--- src/common/tfs_regs.vh ---
// Purpose: register map and constants of the trace formatter sync block
// Assumes: 32-bit apb data, byte addresses, one word per register
// Notes: definitions only
`ifndef TFS_REGS_VH
`define TFS_REGS_VH

// register byte offsets
`define TFS_OFS_FMT_CTRL 12'h304
`define TFS_OFS_PSYNC 12'h308
`define TFS_OFS_MOUT_DRV 12'hedc
`define TFS_OFS_EVT_DRV 12'hee0
`define TFS_OFS_TRFL_CAP 12'hee8
`define TFS_OFS_DATA_CAP 12'heec
`define TFS_OFS_IT_CTRL 12'hf00

// formatter_flush_control fields
`define TFS_FC_FMT_EN 0
`define TFS_FC_TRIG_INS 1
`define TFS_FC_TRIG_IN 8
`define TFS_FC_TRIG_EVT 9
`define TFS_FC_TRIG_FL 10
`define TFS_FC_RESET 11'h000

// periodic_sync_control fields
`define TFS_PS_EMBED 5
`define TFS_PS_EXP_RESET 5'h0a
`define TFS_PS_EXP_MIN 5'h07
`define TFS_PS_EXP_MAX 5'h1b

// integration_mode_control and capture fields
`define TFS_IT_EN 0
`define TFS_CAP_TRIGIN 0
`define TFS_CAP_FLUSHIN 1

// trigger marker inserted in the stream
`define TFS_TRIG_ID 7'h7d
`define TFS_TRIG_BYTE 8'h00

`endif

--- src/rtl/tfs_top.v ---
// Purpose: formatter enables, periodic sync counter, integration test regs
// Assumes: one clock pclk at 100 MHz, presetn async active low, apb slave
// Notes: pins trigin, flushin, atdata_s pass two flops before use
//
// Functional notes
// - trigger is byte 0x00 under id 0x7d
// - formatter and insertion enable bits change only while disabled
// - trigger insert on forces formatting on
// - formatter enable ignored in disabled state
// - unformatted only in circular buffer mode
// - sync period exponent resets to 0x0a
// - zero disables sync, else 2^value bytes
// - reserved exponent stored and used as 0x1b
// - new period loads at next zero
// - counter counts stored bytes during capture
// - counter zero issues sync request
// - embed set inserts frame sync at zero
// - embed only while formatting is active
// - unmapped offsets read zero, ignore writes
// - output test writes drive pins, read zero
// - master test bits map to master outputs
// - event test bits map to event outputs
// - input capture latches rises, clears on read
// - data capture maps bit0 and lane tops
// - data capture ignores writes, reads live
// - integration enable bit 0 enters test mode
// - trigger marks gated by per-condition enables
`include "tfs_regs.vh"

module tfs_top #(
  parameter DATA_W = 128,
  parameter CNT_W = 28
) (
  // clock and reset
  input wire pclk,
  input wire presetn,
  // apb slave
  input wire psel,
  input wire penable,
  input wire pwrite,
  input wire [11:0] paddr,
  input wire [31:0] pwdata,
  output reg [31:0] prdata,
  output reg pready,
  output reg pslverr,
  // state of the surrounding controller
  input wire ctl_disabled,
  input wire capture_en,
  input wire circular_buffer_mode,
  // bytes stored into trace memory this cycle
  input wire [4:0] stored_bytes,
  // trigger causes from surrounding logic
  input wire flush_done_evt,
  input wire trig_evt,
  // pins from outside the clock domain
  input wire trigin,
  input wire flushin,
  input wire [DATA_W-1:0] atdata_s,
  // functional values of the test-driven outputs
  input wire func_atvalid_m,
  input wire func_afready_m,
  input wire func_atwakeup_m,
  input wire [3:0] func_atbytes_m,
  input wire func_acqcomp,
  input wire func_full,
  input wire func_flushcomp,
  input wire func_bufintr,
  // formatter control outputs
  output reg fmt_active,
  output reg trig_insert,
  output reg [6:0] trig_atid,
  output reg [7:0] trig_byte,
  output reg frame_sync_insert,
  output reg syncreq_s,
  // test-driven outputs
  output reg atvalid_m,
  output reg afready_m,
  output reg atwakeup_m,
  output reg [3:0] atbytes_m,
  output reg acqcomp,
  output reg full,
  output reg flushcomp,
  output reg bufintr
);

  localparam NTAP = 1 + DATA_W / 8;

  reg [10:0] fc_q;
  reg embed_q;
  reg [4:0] exp_q;
  reg [4:0] act_exp_q;
  reg [CNT_W-1:0] cnt_q;
  reg it_en_q;
  reg [11:0] mout_q;
  reg [3:0] evt_q;
  reg [1:0] cap_q;
  reg [1:0] tf_s1_q;
  reg [1:0] tf_s2_q;
  reg [1:0] tf_s3_q;
  reg [NTAP-1:0] dat_s1_q;
  reg [NTAP-1:0] dat_s2_q;
  reg [31:0] rdata_d;
  reg [4:0] exp_legal;
  reg fmt_d;
  reg zero_hit;
  wire [NTAP-1:0] taps;
  wire setup;
  wire wr_acc;
  wire rd_acc;
  wire [1:0] tf_rise;
  wire trig_cause;
  wire [CNT_W-1:0] bytes_w;
  wire [CNT_W-1:0] reload;

  // data capture taps: bit 0 then the top bit of each byte lane
  genvar gi;
  generate
    for (gi = 0; gi < NTAP; gi = gi + 1)
    begin : g_tap
      if (gi == 0)
      begin : g_lsb
        assign taps[gi] = atdata_s[0];
      end
      else
      begin : g_lane
        assign taps[gi] = atdata_s[8*gi-1];
      end
    end
  endgenerate

  // apb phases; answer always comes in the first access cycle
  assign setup = psel & ~penable;
  assign wr_acc = psel & penable & pwrite & pready;
  assign rd_acc = psel & penable & ~pwrite & pready;

  // edges look only at settled stages, never at the first flop
  assign tf_rise = tf_s2_q & ~tf_s3_q;

  // any enabled trigger condition, blocked when insertion is off
  assign trig_cause = fc_q[`TFS_FC_TRIG_INS] &
    ((fc_q[`TFS_FC_TRIG_FL] & flush_done_evt) |
     (fc_q[`TFS_FC_TRIG_EVT] & trig_evt) |
     (fc_q[`TFS_FC_TRIG_IN] & tf_rise[0]));

  assign bytes_w = {{(CNT_W-5){1'b0}}, stored_bytes};
  // reload always takes the programmed exponent, so a new one lands at zero
  assign reload = {{(CNT_W-1){1'b0}}, 1'b1} << exp_q;

  // reserved exponents collapse onto the largest legal one
  always @*
  begin
    exp_legal = pwdata[4:0];
    if (pwdata[4:0] != 5'h00 &&
        (pwdata[4:0] < `TFS_PS_EXP_MIN ||
         pwdata[4:0] > `TFS_PS_EXP_MAX))
      exp_legal = `TFS_PS_EXP_MAX;
  end

  // effective formatting; enable bits only count outside disabled
  always @*
  begin
    fmt_d = 1'b0;
    if (!ctl_disabled)
      fmt_d = fc_q[`TFS_FC_FMT_EN] |
        fc_q[`TFS_FC_TRIG_INS] |
        ~circular_buffer_mode;
  end

  // counter meets zero when this cycle's bytes use up the rest
  always @*
  begin
    zero_hit = 1'b0;
    if (capture_en && act_exp_q != 5'h00 && cnt_q <= bytes_w)
      zero_hit = 1'b1;
  end

  // read mux, decoded in setup so prdata comes from a flop
  always @*
  begin
    rdata_d = 32'h0000_0000;
    case (paddr)
      `TFS_OFS_FMT_CTRL:
        rdata_d = {21'h000000, fc_q};
      `TFS_OFS_PSYNC:
        rdata_d = {26'h0000000, embed_q, exp_q};
      `TFS_OFS_IT_CTRL:
        rdata_d = {31'h00000000, it_en_q};
      `TFS_OFS_TRFL_CAP:
        if (it_en_q)
          rdata_d = {30'h00000000, cap_q};
      `TFS_OFS_DATA_CAP:
        if (it_en_q)
          rdata_d[NTAP-1:0] = dat_s2_q;
      default:
        rdata_d = 32'h0000_0000;
    endcase
  end

  // apb answer: one wait-free access, never an error
  always @(posedge pclk or negedge presetn)
  begin
    if (!presetn)
    begin
      prdata <= 32'h0000_0000;
      pready <= 1'b0;
      pslverr <= 1'b0;
    end
    else
    begin
      pready <= setup;
      pslverr <= 1'b0;
      if (setup && !pwrite)
        prdata <= rdata_d;
    end
  end

  // two-flop synchronisers for every pin, third stage for edges
  always @(posedge pclk or negedge presetn)
  begin
    if (!presetn)
    begin
      tf_s1_q <= 2'b00;
      tf_s2_q <= 2'b00;
      tf_s3_q <= 2'b00;
      dat_s1_q <= {NTAP{1'b0}};
      dat_s2_q <= {NTAP{1'b0}};
    end
    else
    begin
      tf_s1_q <= {flushin, trigin};
      tf_s2_q <= tf_s1_q;
      tf_s3_q <= tf_s2_q;
      dat_s1_q <= taps;
      dat_s2_q <= dat_s1_q;
    end
  end

  // control registers written by software
  always @(posedge pclk or negedge presetn)
  begin
    if (!presetn)
    begin
      fc_q <= `TFS_FC_RESET;
      embed_q <= 1'b0;
      exp_q <= `TFS_PS_EXP_RESET;
      it_en_q <= 1'b0;
    end
    else if (wr_acc)
    begin
      case (paddr)
        `TFS_OFS_FMT_CTRL:
        begin
          fc_q[10:2] <= pwdata[10:2];
          if (ctl_disabled)
            fc_q[1:0] <= pwdata[1:0];
        end
        `TFS_OFS_PSYNC:
        begin
          embed_q <= pwdata[`TFS_PS_EMBED];
          exp_q <= exp_legal;
        end
        `TFS_OFS_IT_CTRL:
          it_en_q <= pwdata[`TFS_IT_EN];
        default:
          it_en_q <= it_en_q;
      endcase
    end
  end

  // write-only output test registers, written only in integration mode
  always @(posedge pclk or negedge presetn)
  begin
    if (!presetn)
    begin
      mout_q <= 12'h000;
      evt_q <= 4'h0;
    end
    else if (wr_acc && it_en_q)
    begin
      if (paddr == `TFS_OFS_MOUT_DRV)
        mout_q <= {pwdata[11:8], 5'h00, pwdata[2:0]};
      if (paddr == `TFS_OFS_EVT_DRV)
        evt_q <= pwdata[3:0];
    end
  end

  // input capture: rises latch, a read clears, the rise wins
  // a read clears only what it returned, so a rise at setup is kept
  always @(posedge pclk or negedge presetn)
  begin
    if (!presetn)
      cap_q <= 2'b00;
    else if (!it_en_q)
      cap_q <= 2'b00;
    else if (rd_acc && paddr == `TFS_OFS_TRFL_CAP)
      cap_q <= (cap_q & ~prdata[1:0]) | tf_rise;
    else
      cap_q <= cap_q | tf_rise;
  end

  // periodic sync counter over stored bytes
  always @(posedge pclk or negedge presetn)
  begin
    if (!presetn)
    begin
      act_exp_q <= `TFS_PS_EXP_RESET;
      cnt_q <= {{(CNT_W-11){1'b0}}, 11'h400};
    end
    else if (!capture_en || act_exp_q == 5'h00)
    begin
      // idle: stays armed with the programmed period
      act_exp_q <= exp_q;
      cnt_q <= reload;
    end
    else if (zero_hit)
    begin
      act_exp_q <= exp_q;
      cnt_q <= reload;
    end
    else
      cnt_q <= cnt_q - bytes_w;
  end

  // stream markers and formatting state; fmt_active is a level, not a pulse
  always @(posedge pclk or negedge presetn)
  begin
    if (!presetn)
    begin
      fmt_active <= 1'b0;
      trig_insert <= 1'b0;
      trig_atid <= 7'h00;
      trig_byte <= 8'h00;
      frame_sync_insert <= 1'b0;
      syncreq_s <= 1'b0;
    end
    else
    begin
      fmt_active <= fmt_d;
      trig_insert <= capture_en & trig_cause;
      trig_atid <= `TFS_TRIG_ID;
      trig_byte <= `TFS_TRIG_BYTE;
      syncreq_s <= zero_hit;
      frame_sync_insert <= zero_hit & embed_q & fmt_d;
    end
  end

  // test-driven outputs: register value in integration mode
  always @(posedge pclk or negedge presetn)
  begin
    if (!presetn)
    begin
      atvalid_m <= 1'b0;
      afready_m <= 1'b0;
      atwakeup_m <= 1'b0;
      atbytes_m <= 4'h0;
      acqcomp <= 1'b0;
      full <= 1'b0;
      flushcomp <= 1'b0;
      bufintr <= 1'b0;
    end
    else if (it_en_q)
    begin
      atvalid_m <= mout_q[0];
      afready_m <= mout_q[1];
      atwakeup_m <= mout_q[2];
      atbytes_m <= mout_q[11:8];
      acqcomp <= evt_q[0];
      full <= evt_q[1];
      flushcomp <= evt_q[2];
      bufintr <= evt_q[3];
    end
    else
    begin
      atvalid_m <= func_atvalid_m;
      afready_m <= func_afready_m;
      atwakeup_m <= func_atwakeup_m;
      atbytes_m <= func_atbytes_m;
      acqcomp <= func_acqcomp;
      full <= func_full;
      flushcomp <= func_flushcomp;
      bufintr <= func_bufintr;
    end
  end

endmodule // tfs_top

--- config.mk ---
export PLATFORM = sky130hd
export DESIGN_NAME = tfs_top
export DESIGN_NICKNAME = d
export VERILOG_FILES = /design/src/rtl/tfs_top.v
export VERILOG_INCLUDE_DIRS = /design/src /design/src/common
export SDC_FILE = /design/constraint.sdc
export NUM_CORES = 1
export LEC_CHECK = 0
export ABC_AREA = 1
export BUFFER_PORTS_ARGS = -buffer_cell sky130_fd_sc_hd__buf_2
export CORE_MARGIN = 5
export CORE_UTILIZATION = 45
export DETAILED_ROUTE_END_ITERATION = 7
export PLACE_DENSITY = 0.83
export SLEW_MARGIN = 20
export SYNTH_ARGS = -nofsm -noshare
export SYNTH_HDL_FRONTEND = slang
export SYNTH_SLANG_ARGS = --single-unit
--- constraint.sdc ---
create_clock -name pclk -period 2.3 [get_ports pclk]
set_input_delay 0.46 -clock pclk [delete_from_list [all_inputs] [get_ports pclk]]
set_output_delay 0.46 -clock pclk [all_outputs]
set_load 0.005 [all_outputs]
; Yosys cells after proc, flatten, opt, wreduce, memory -nomap -nowiden
; Cells that the tools add are included.
[totals]
register_bits = 153
input_bits = 200
out_inout_bits = 64
word_cells = 108
[op_classes]
addsub = 1
order_cmp = 3
eq_ne = 7
shifts = 1
mux = 20
bitwise = 26
reduce_logical = 20
[ops]
columns = cell, count
row1 = $pmux W17 S5, 1
row2 = $eq A12 B12 Y1 const B, 5
row3 = $mux W28, 2
row4 = $le A28 B5 Y1, 1
row5 = $shl A1 B5 Y28 const A, 1
row6 = $sub A28 B5 Y28, 1
row7 = $eq A12 B10 Y1 const B, 2
row8 = $mux W17, 1
row9 = $mux W5, 3
row10 = $and A1 B1 Y1, 13
row11 = $reduce_and A2 Y1, 5
row12 = $reduce_bool A5 Y1, 2
row13 = $mux W1, 9
row14 = $logic_and A1 B1 Y1, 6
row15 = $mux W2, 3
row16 = $gt A5 B5 Y1 const B, 1
row17 = $logic_not A5 Y1, 1
row18 = $lt A5 B3 Y1 const B, 1
row19 = $and A2 B2 Y2, 2
row20 = $mux W4, 1
row21 = $not A2 Y2, 2
row22 = $or A1 B1 Y1, 4
row23 = $or A2 B2 Y2, 2
row24 = $not A1 Y1, 3
row25 = other kinds (4), 6

; Longest topological paths before layout
[logic_depth]
ltp_word = 6
depth_mapped = 14
ltp_nobuf = 14

; Worst setup path before layout
; OpenSTA, ideal clock, no wires.
[synth_timing]
path_kind = in2reg
startpoint = in stored_bytes[0]
endpoint = reg cnt_q[22]
setup_time_ns = 0.117
t_arrival_ns = 1.888
required_ns = 2.183
path_slack_ns = 0.295
stages = 12
n_path_buf = 1
path_cell_list = ha_1 > inv_1 > fa_1 > nand3_1 > nand3_1 > nand2_1 > nand4_2 > nand3_4 > inv_4 > buf_6 > nand2_1 > nand2_1
[synth_via]
elab_chain_cells = 5
elab_cells_between_ends = 6
cone_classes = 1 x add/sub / 1 x order compare / 3 x mux / 1 x reduce/logical
[synth_rtl]
columns = item, line
row1 = start: declaration, tfs_top.v:51  ; input wire [4:0] stored_bytes,
row2 = $le A28 B5 Y1, tfs_top.v:173  ; if (capture_en && act_exp_q != 5'h00 && cnt_q <= bytes_w)
row3 = $logic_and A1 B1 Y1, tfs_top.v:173
row4 = $mux W1, tfs_top.v:173
row5 = $mux W28 (*), tfs_top.v:315  ; else if (zero_hit)
row6 = $mux W28 (*), tfs_top.v:309  ; else if (!capture_en || act_exp_q == 5'h00)
row7 = end signal: assignment, tfs_top.v:307  ; cnt_q <= {{(CNT_W-11){1'b0}}, 11'h400};
row8 = end signal: assignment, tfs_top.v:313  ; cnt_q <= reload;
row9 = end signal: assignment, tfs_top.v:318  ; cnt_q <= reload;
row10 = end: declaration, tfs_top.v:92  ; reg [CNT_W-1:0] cnt_q;
; Mark *: on every way between the ends. The rest lies on a longest branch, timed or not.
; A chain may end at the register's enable or synchronous reset.

; Worst setup path after layout
[layout_timing]
startpoint = reg cnt_q[0]
endpoint = reg cnt_q[16]
[layout_via]
elab_chain_cells = 5
elab_cells_between_ends = 6
cone_classes = 1 x add/sub / 1 x order compare / 3 x mux / 1 x reduce/logical
[layout_rtl]
columns = item, line
row1 = $le A28 B5 Y1, tfs_top.v:173
row2 = $logic_and A1 B1 Y1, tfs_top.v:173
row3 = $mux W1, tfs_top.v:173
row4 = $mux W28 (*), tfs_top.v:315
row5 = $mux W28 (*), tfs_top.v:309
; Marked as above.

==> metrics.yaml <==
power_and_ir_drop:
  power.density_nw_per_um2: 1090
  leakagePower_nw: 4.33
  ir_worst_vdd_mv: 0.637
hold_path:
  hold_start: "atdata_s[23]"
  min_to: "dat_s1_q[3]$_DFF_PN0_"
  worstHoldPathCells: 1
  hold_path_class: "in2reg"
synthesis:
  synth_compound_area_share_pct: 4.88
  synth_area_um2: 6690
  synth_ff_type: "dfrtp_1"
  ys_ff_latch: 138
  yosysMostFrequentCell: "nand2_1"
  synth_top_family_by_area: "simple AND/OR/NAND/NOR gates"
  synthSimpleGateAreaFrac_pct: 29.7
  synth_common_cells: "nand2_1, dfrtp_1, nor2_1, inv_1, nand3_1"
  yosys.area.top_type_share_pct: 49.8
  ys_top_cells_by_area: "dfrtp_1, nand2_1, nand3_1"
  synth_xor_area_share_pct: 2.23
  synth_warnings: 0
  syn-mean-instance-area_um2: 8.07
  synthArstFlopShare_pct: 100
  yosysUniqueCellTypes: 38
  synthAdderAreaFrac_pct: 1.24
  ys_seq_area_share_pct: 51.7
  syn_inst: 828
  synth_edf_count: 0
  synth.mux.area_fraction_pct: 0.337
  synth_top_area_cell: "dfrtp_1"
timing:
  final.min_clock_period_ps: 2250
  finalHoldViolCount: 0
  skew_ps: 5.46
  period_share_pct: 97.7
  fin_tns_setup_ps: 0
  drv_slew: 0
  slew_headroom_pct: 63.4
  setup_viol: 0
  hold_ws_ps: 140
  fmax_ghz: 0.445
  worst_pin_slew_ps: 543
critical_path:
  r2r_slack_ps: 50
  path_class: "reg2reg"
  crit_family: "simple AND/OR/NAND/NOR gates"
  regToRegStartpoint: "cnt_q[0]$_DFF_PN0_"
  reg2reg_depth: 13
  slowest_delay_ps: 400
  crit_path_end_kind: "flop"
  crit_path_top_delay_cell: "fa_1"
  crit_buf_inv: 4
  crit_arrival_ps: 2610
  crit_chain: "inv_1, ha_1, inv_1, fa_1, nand3_1, nand3_2, nand2_2, nand4_4, nand3_4, buf_2, buf_4, nand3_1, nand2_1"
  critPathMaxFanout: 5
  worstReg2RegEnd: "cnt_q[16]$_DFF_PN0_"
  crit_path_start_kind: "flop"
  required_ps: 2660
grt:
  grt_first_pass_wirelength_um: 28700
  grt_usage_pct: 20.3
  grt_max_degree: 55
  grt_overflow: 0
  grt_pass1_vias: 5983
  antenna_found_initial: 1
floorplanning:
  fp.dieW_um: 132
  coreArea_um2: 14500
  top_level_ports: 264
  dieArea_um2: 17400
  initial_core_util_pct: 46.0
  rows: 44
  die_height_um: 132
layout:
  final_cells: 1151
  nNetsFinal: 1161
  area_delta_synth_final_pct: 20.6
  final_area_um2: 8070
  antenna_cells: 0
  drive_above_1_share_pct: 19.4
clock_tree:
  cts_sinks: 138
  cts_buffers: 17
  htreeDepth: 4
  clk_path_buf_depth: 2
  clkTransAtPathRegs_ps: 60
  cts_root_buf: "clkbuf_16"
  worstSkewPairLatency_ps: 420
  cts_tree: "done"
drt:
  wl_per_cell_um: 15.3
  vias_per_cell: 5.11
  drt_wl_total_um: 17600
  drc: 0
  dr.first_iter.drc_count: 562
  ant_nets: 0
  dr.pass1.iters: 5
  vias: 5880
place:
  dp_hpwl_um: 12400
  portBuffers: 107
  post_dp_cell_area_um2: 7390
  routabilityCongestion: 0.951
  dp.cells: 1114
flow_run:
  maxCapViolCount: 0
run_status:
  status: "complete, no violations"
placed cells by master, fill, tap and decap left out, types with 10 or more instances in the layout:
cell type    n
xor2_1      10
nand2_1    279
nand4_1     16
buf_4       22
dfrtp_1    133
clkbuf_16   17
nand3_1     66
nor2_1      82
o21ai_0     39
inv_1       77
conb_1      26
buf_2      107
routing by layer:
layer	vias to the layer above	GRT usage, %	share of wire (%)
met5	-	0	0.074
met1	2688	25.0	41
li1	2807	-	-
met4	2	9.49	4.4
met2	311	32.5	47
met3	72	6.68	8.2
sequential cells by signal, summed over array words and instances (netlist names), 2 cells and up:
register / count
tf_s1_q: 2
act_exp_q: 5
cap_q: 2
atbytes_m: 4
dat_s1_q: 17
mout_q: 7
prdata: 17
dat_s2_q: 17
exp_q: 5
cnt_q: 28
tf_s3_q: 2
tf_s2_q: 2
evt_q: 4
fc_q: 11
per-stage QoR:
stage	setup WS [ps]	util (%)	power, mW
4_1_cts	46.1	55.1	8.66
6_report	53.6	55.5	8.76
3_5_place_dp	-67.5	50.8	5.78
3_3_place_gp	-2.21	50.8	5.72
5_1_grt	-16.6	55.5	9.31
2_1_floorplan	295	-	5.02
worst max path at each step:
| stage | slack (ps) | cells after the start | start | to |
|---|---|---|---|---|
| after floorplan | 300 | 12 | stored_bytes[0] | cnt_q[22]$_DFF_PN0_ |
| after global placement | -2 | 12 | stored_bytes[0] | cnt_q[18]$_DFF_PN0_ |
| after detailed placement | -70 | 12 | stored_bytes[0] | cnt_q[18]$_DFF_PN0_ |
| after CTS | 50 | 12 | cnt_q[0]$_DFF_PN0_ | cnt_q[18]$_DFF_PN0_ |
| after global routing | -20 | 13 | cnt_q[0]$_DFF_PN0_ | cnt_q[16]$_DFF_PN0_ |
| final | 50 | 13 | cnt_q[0]$_DFF_PN0_ | cnt_q[16]$_DFF_PN0_ |
power breakdown:
part,total [mW],switching [mW],internal (mW)
Sequential,2.95,0.223,2.73
Clock,2.85,1.12,1.73
Combinational,2.96,1.87,1.09
Total,8.76,3.21,5.55
cell type report:
| cell class | instances | area (um^2) |
|---|---|---|
| Timing Repair Buffer | 133 | 762 |
| Tap cell | 184 | 230 |
| Fill cell | 1293 | 6470 |
| Inverter | 81 | 307 |
| Clock buffer | 17 | 425 |
| Multi-Input combinational cell | 584 | 2690 |
| Clock inverter | 14 | 190 |
| Sequential cell | 138 | 3460 |
logic make-up (layout without fill, tap and decap cells):
group | Yosys count | in the layout
AND/OR/NAND/NOR | 471 | 472
flip-flops | 138 | 138
buffers and inverters | 131 | 245
AO/OA/AOI/OAI | 61 | 61
XOR/XNOR | 17 | 17
adder cells (fa/ha/maj) | 6 | 6
other | 2 | 26
multiplexers | 2 | 2
worst register-to-register path: stages (launching register included):
cell	delay, ps
dfrtp_1	350
inv_1	90
ha_1	150
inv_1	60
fa_1	410
nand3_1	130
nand3_2	130
nand2_2	120
nand4_4	120
nand3_4	130
buf_2	190
buf_4	140
nand3_1	70
nand2_1	100
what timing repair did:
| action | in CTS | in global routing |
|---|---|---|
| endpoints found under the setup margin | 0 | 26 |
| hold endpoints to repair | 34 | 0 |
| resized for setup | 0 | 3 |
| hold buffers | 1 | 0 |
| buffers inserted | 0 | 4 |
Note: power is estimated with default switching activity, not from simulation.
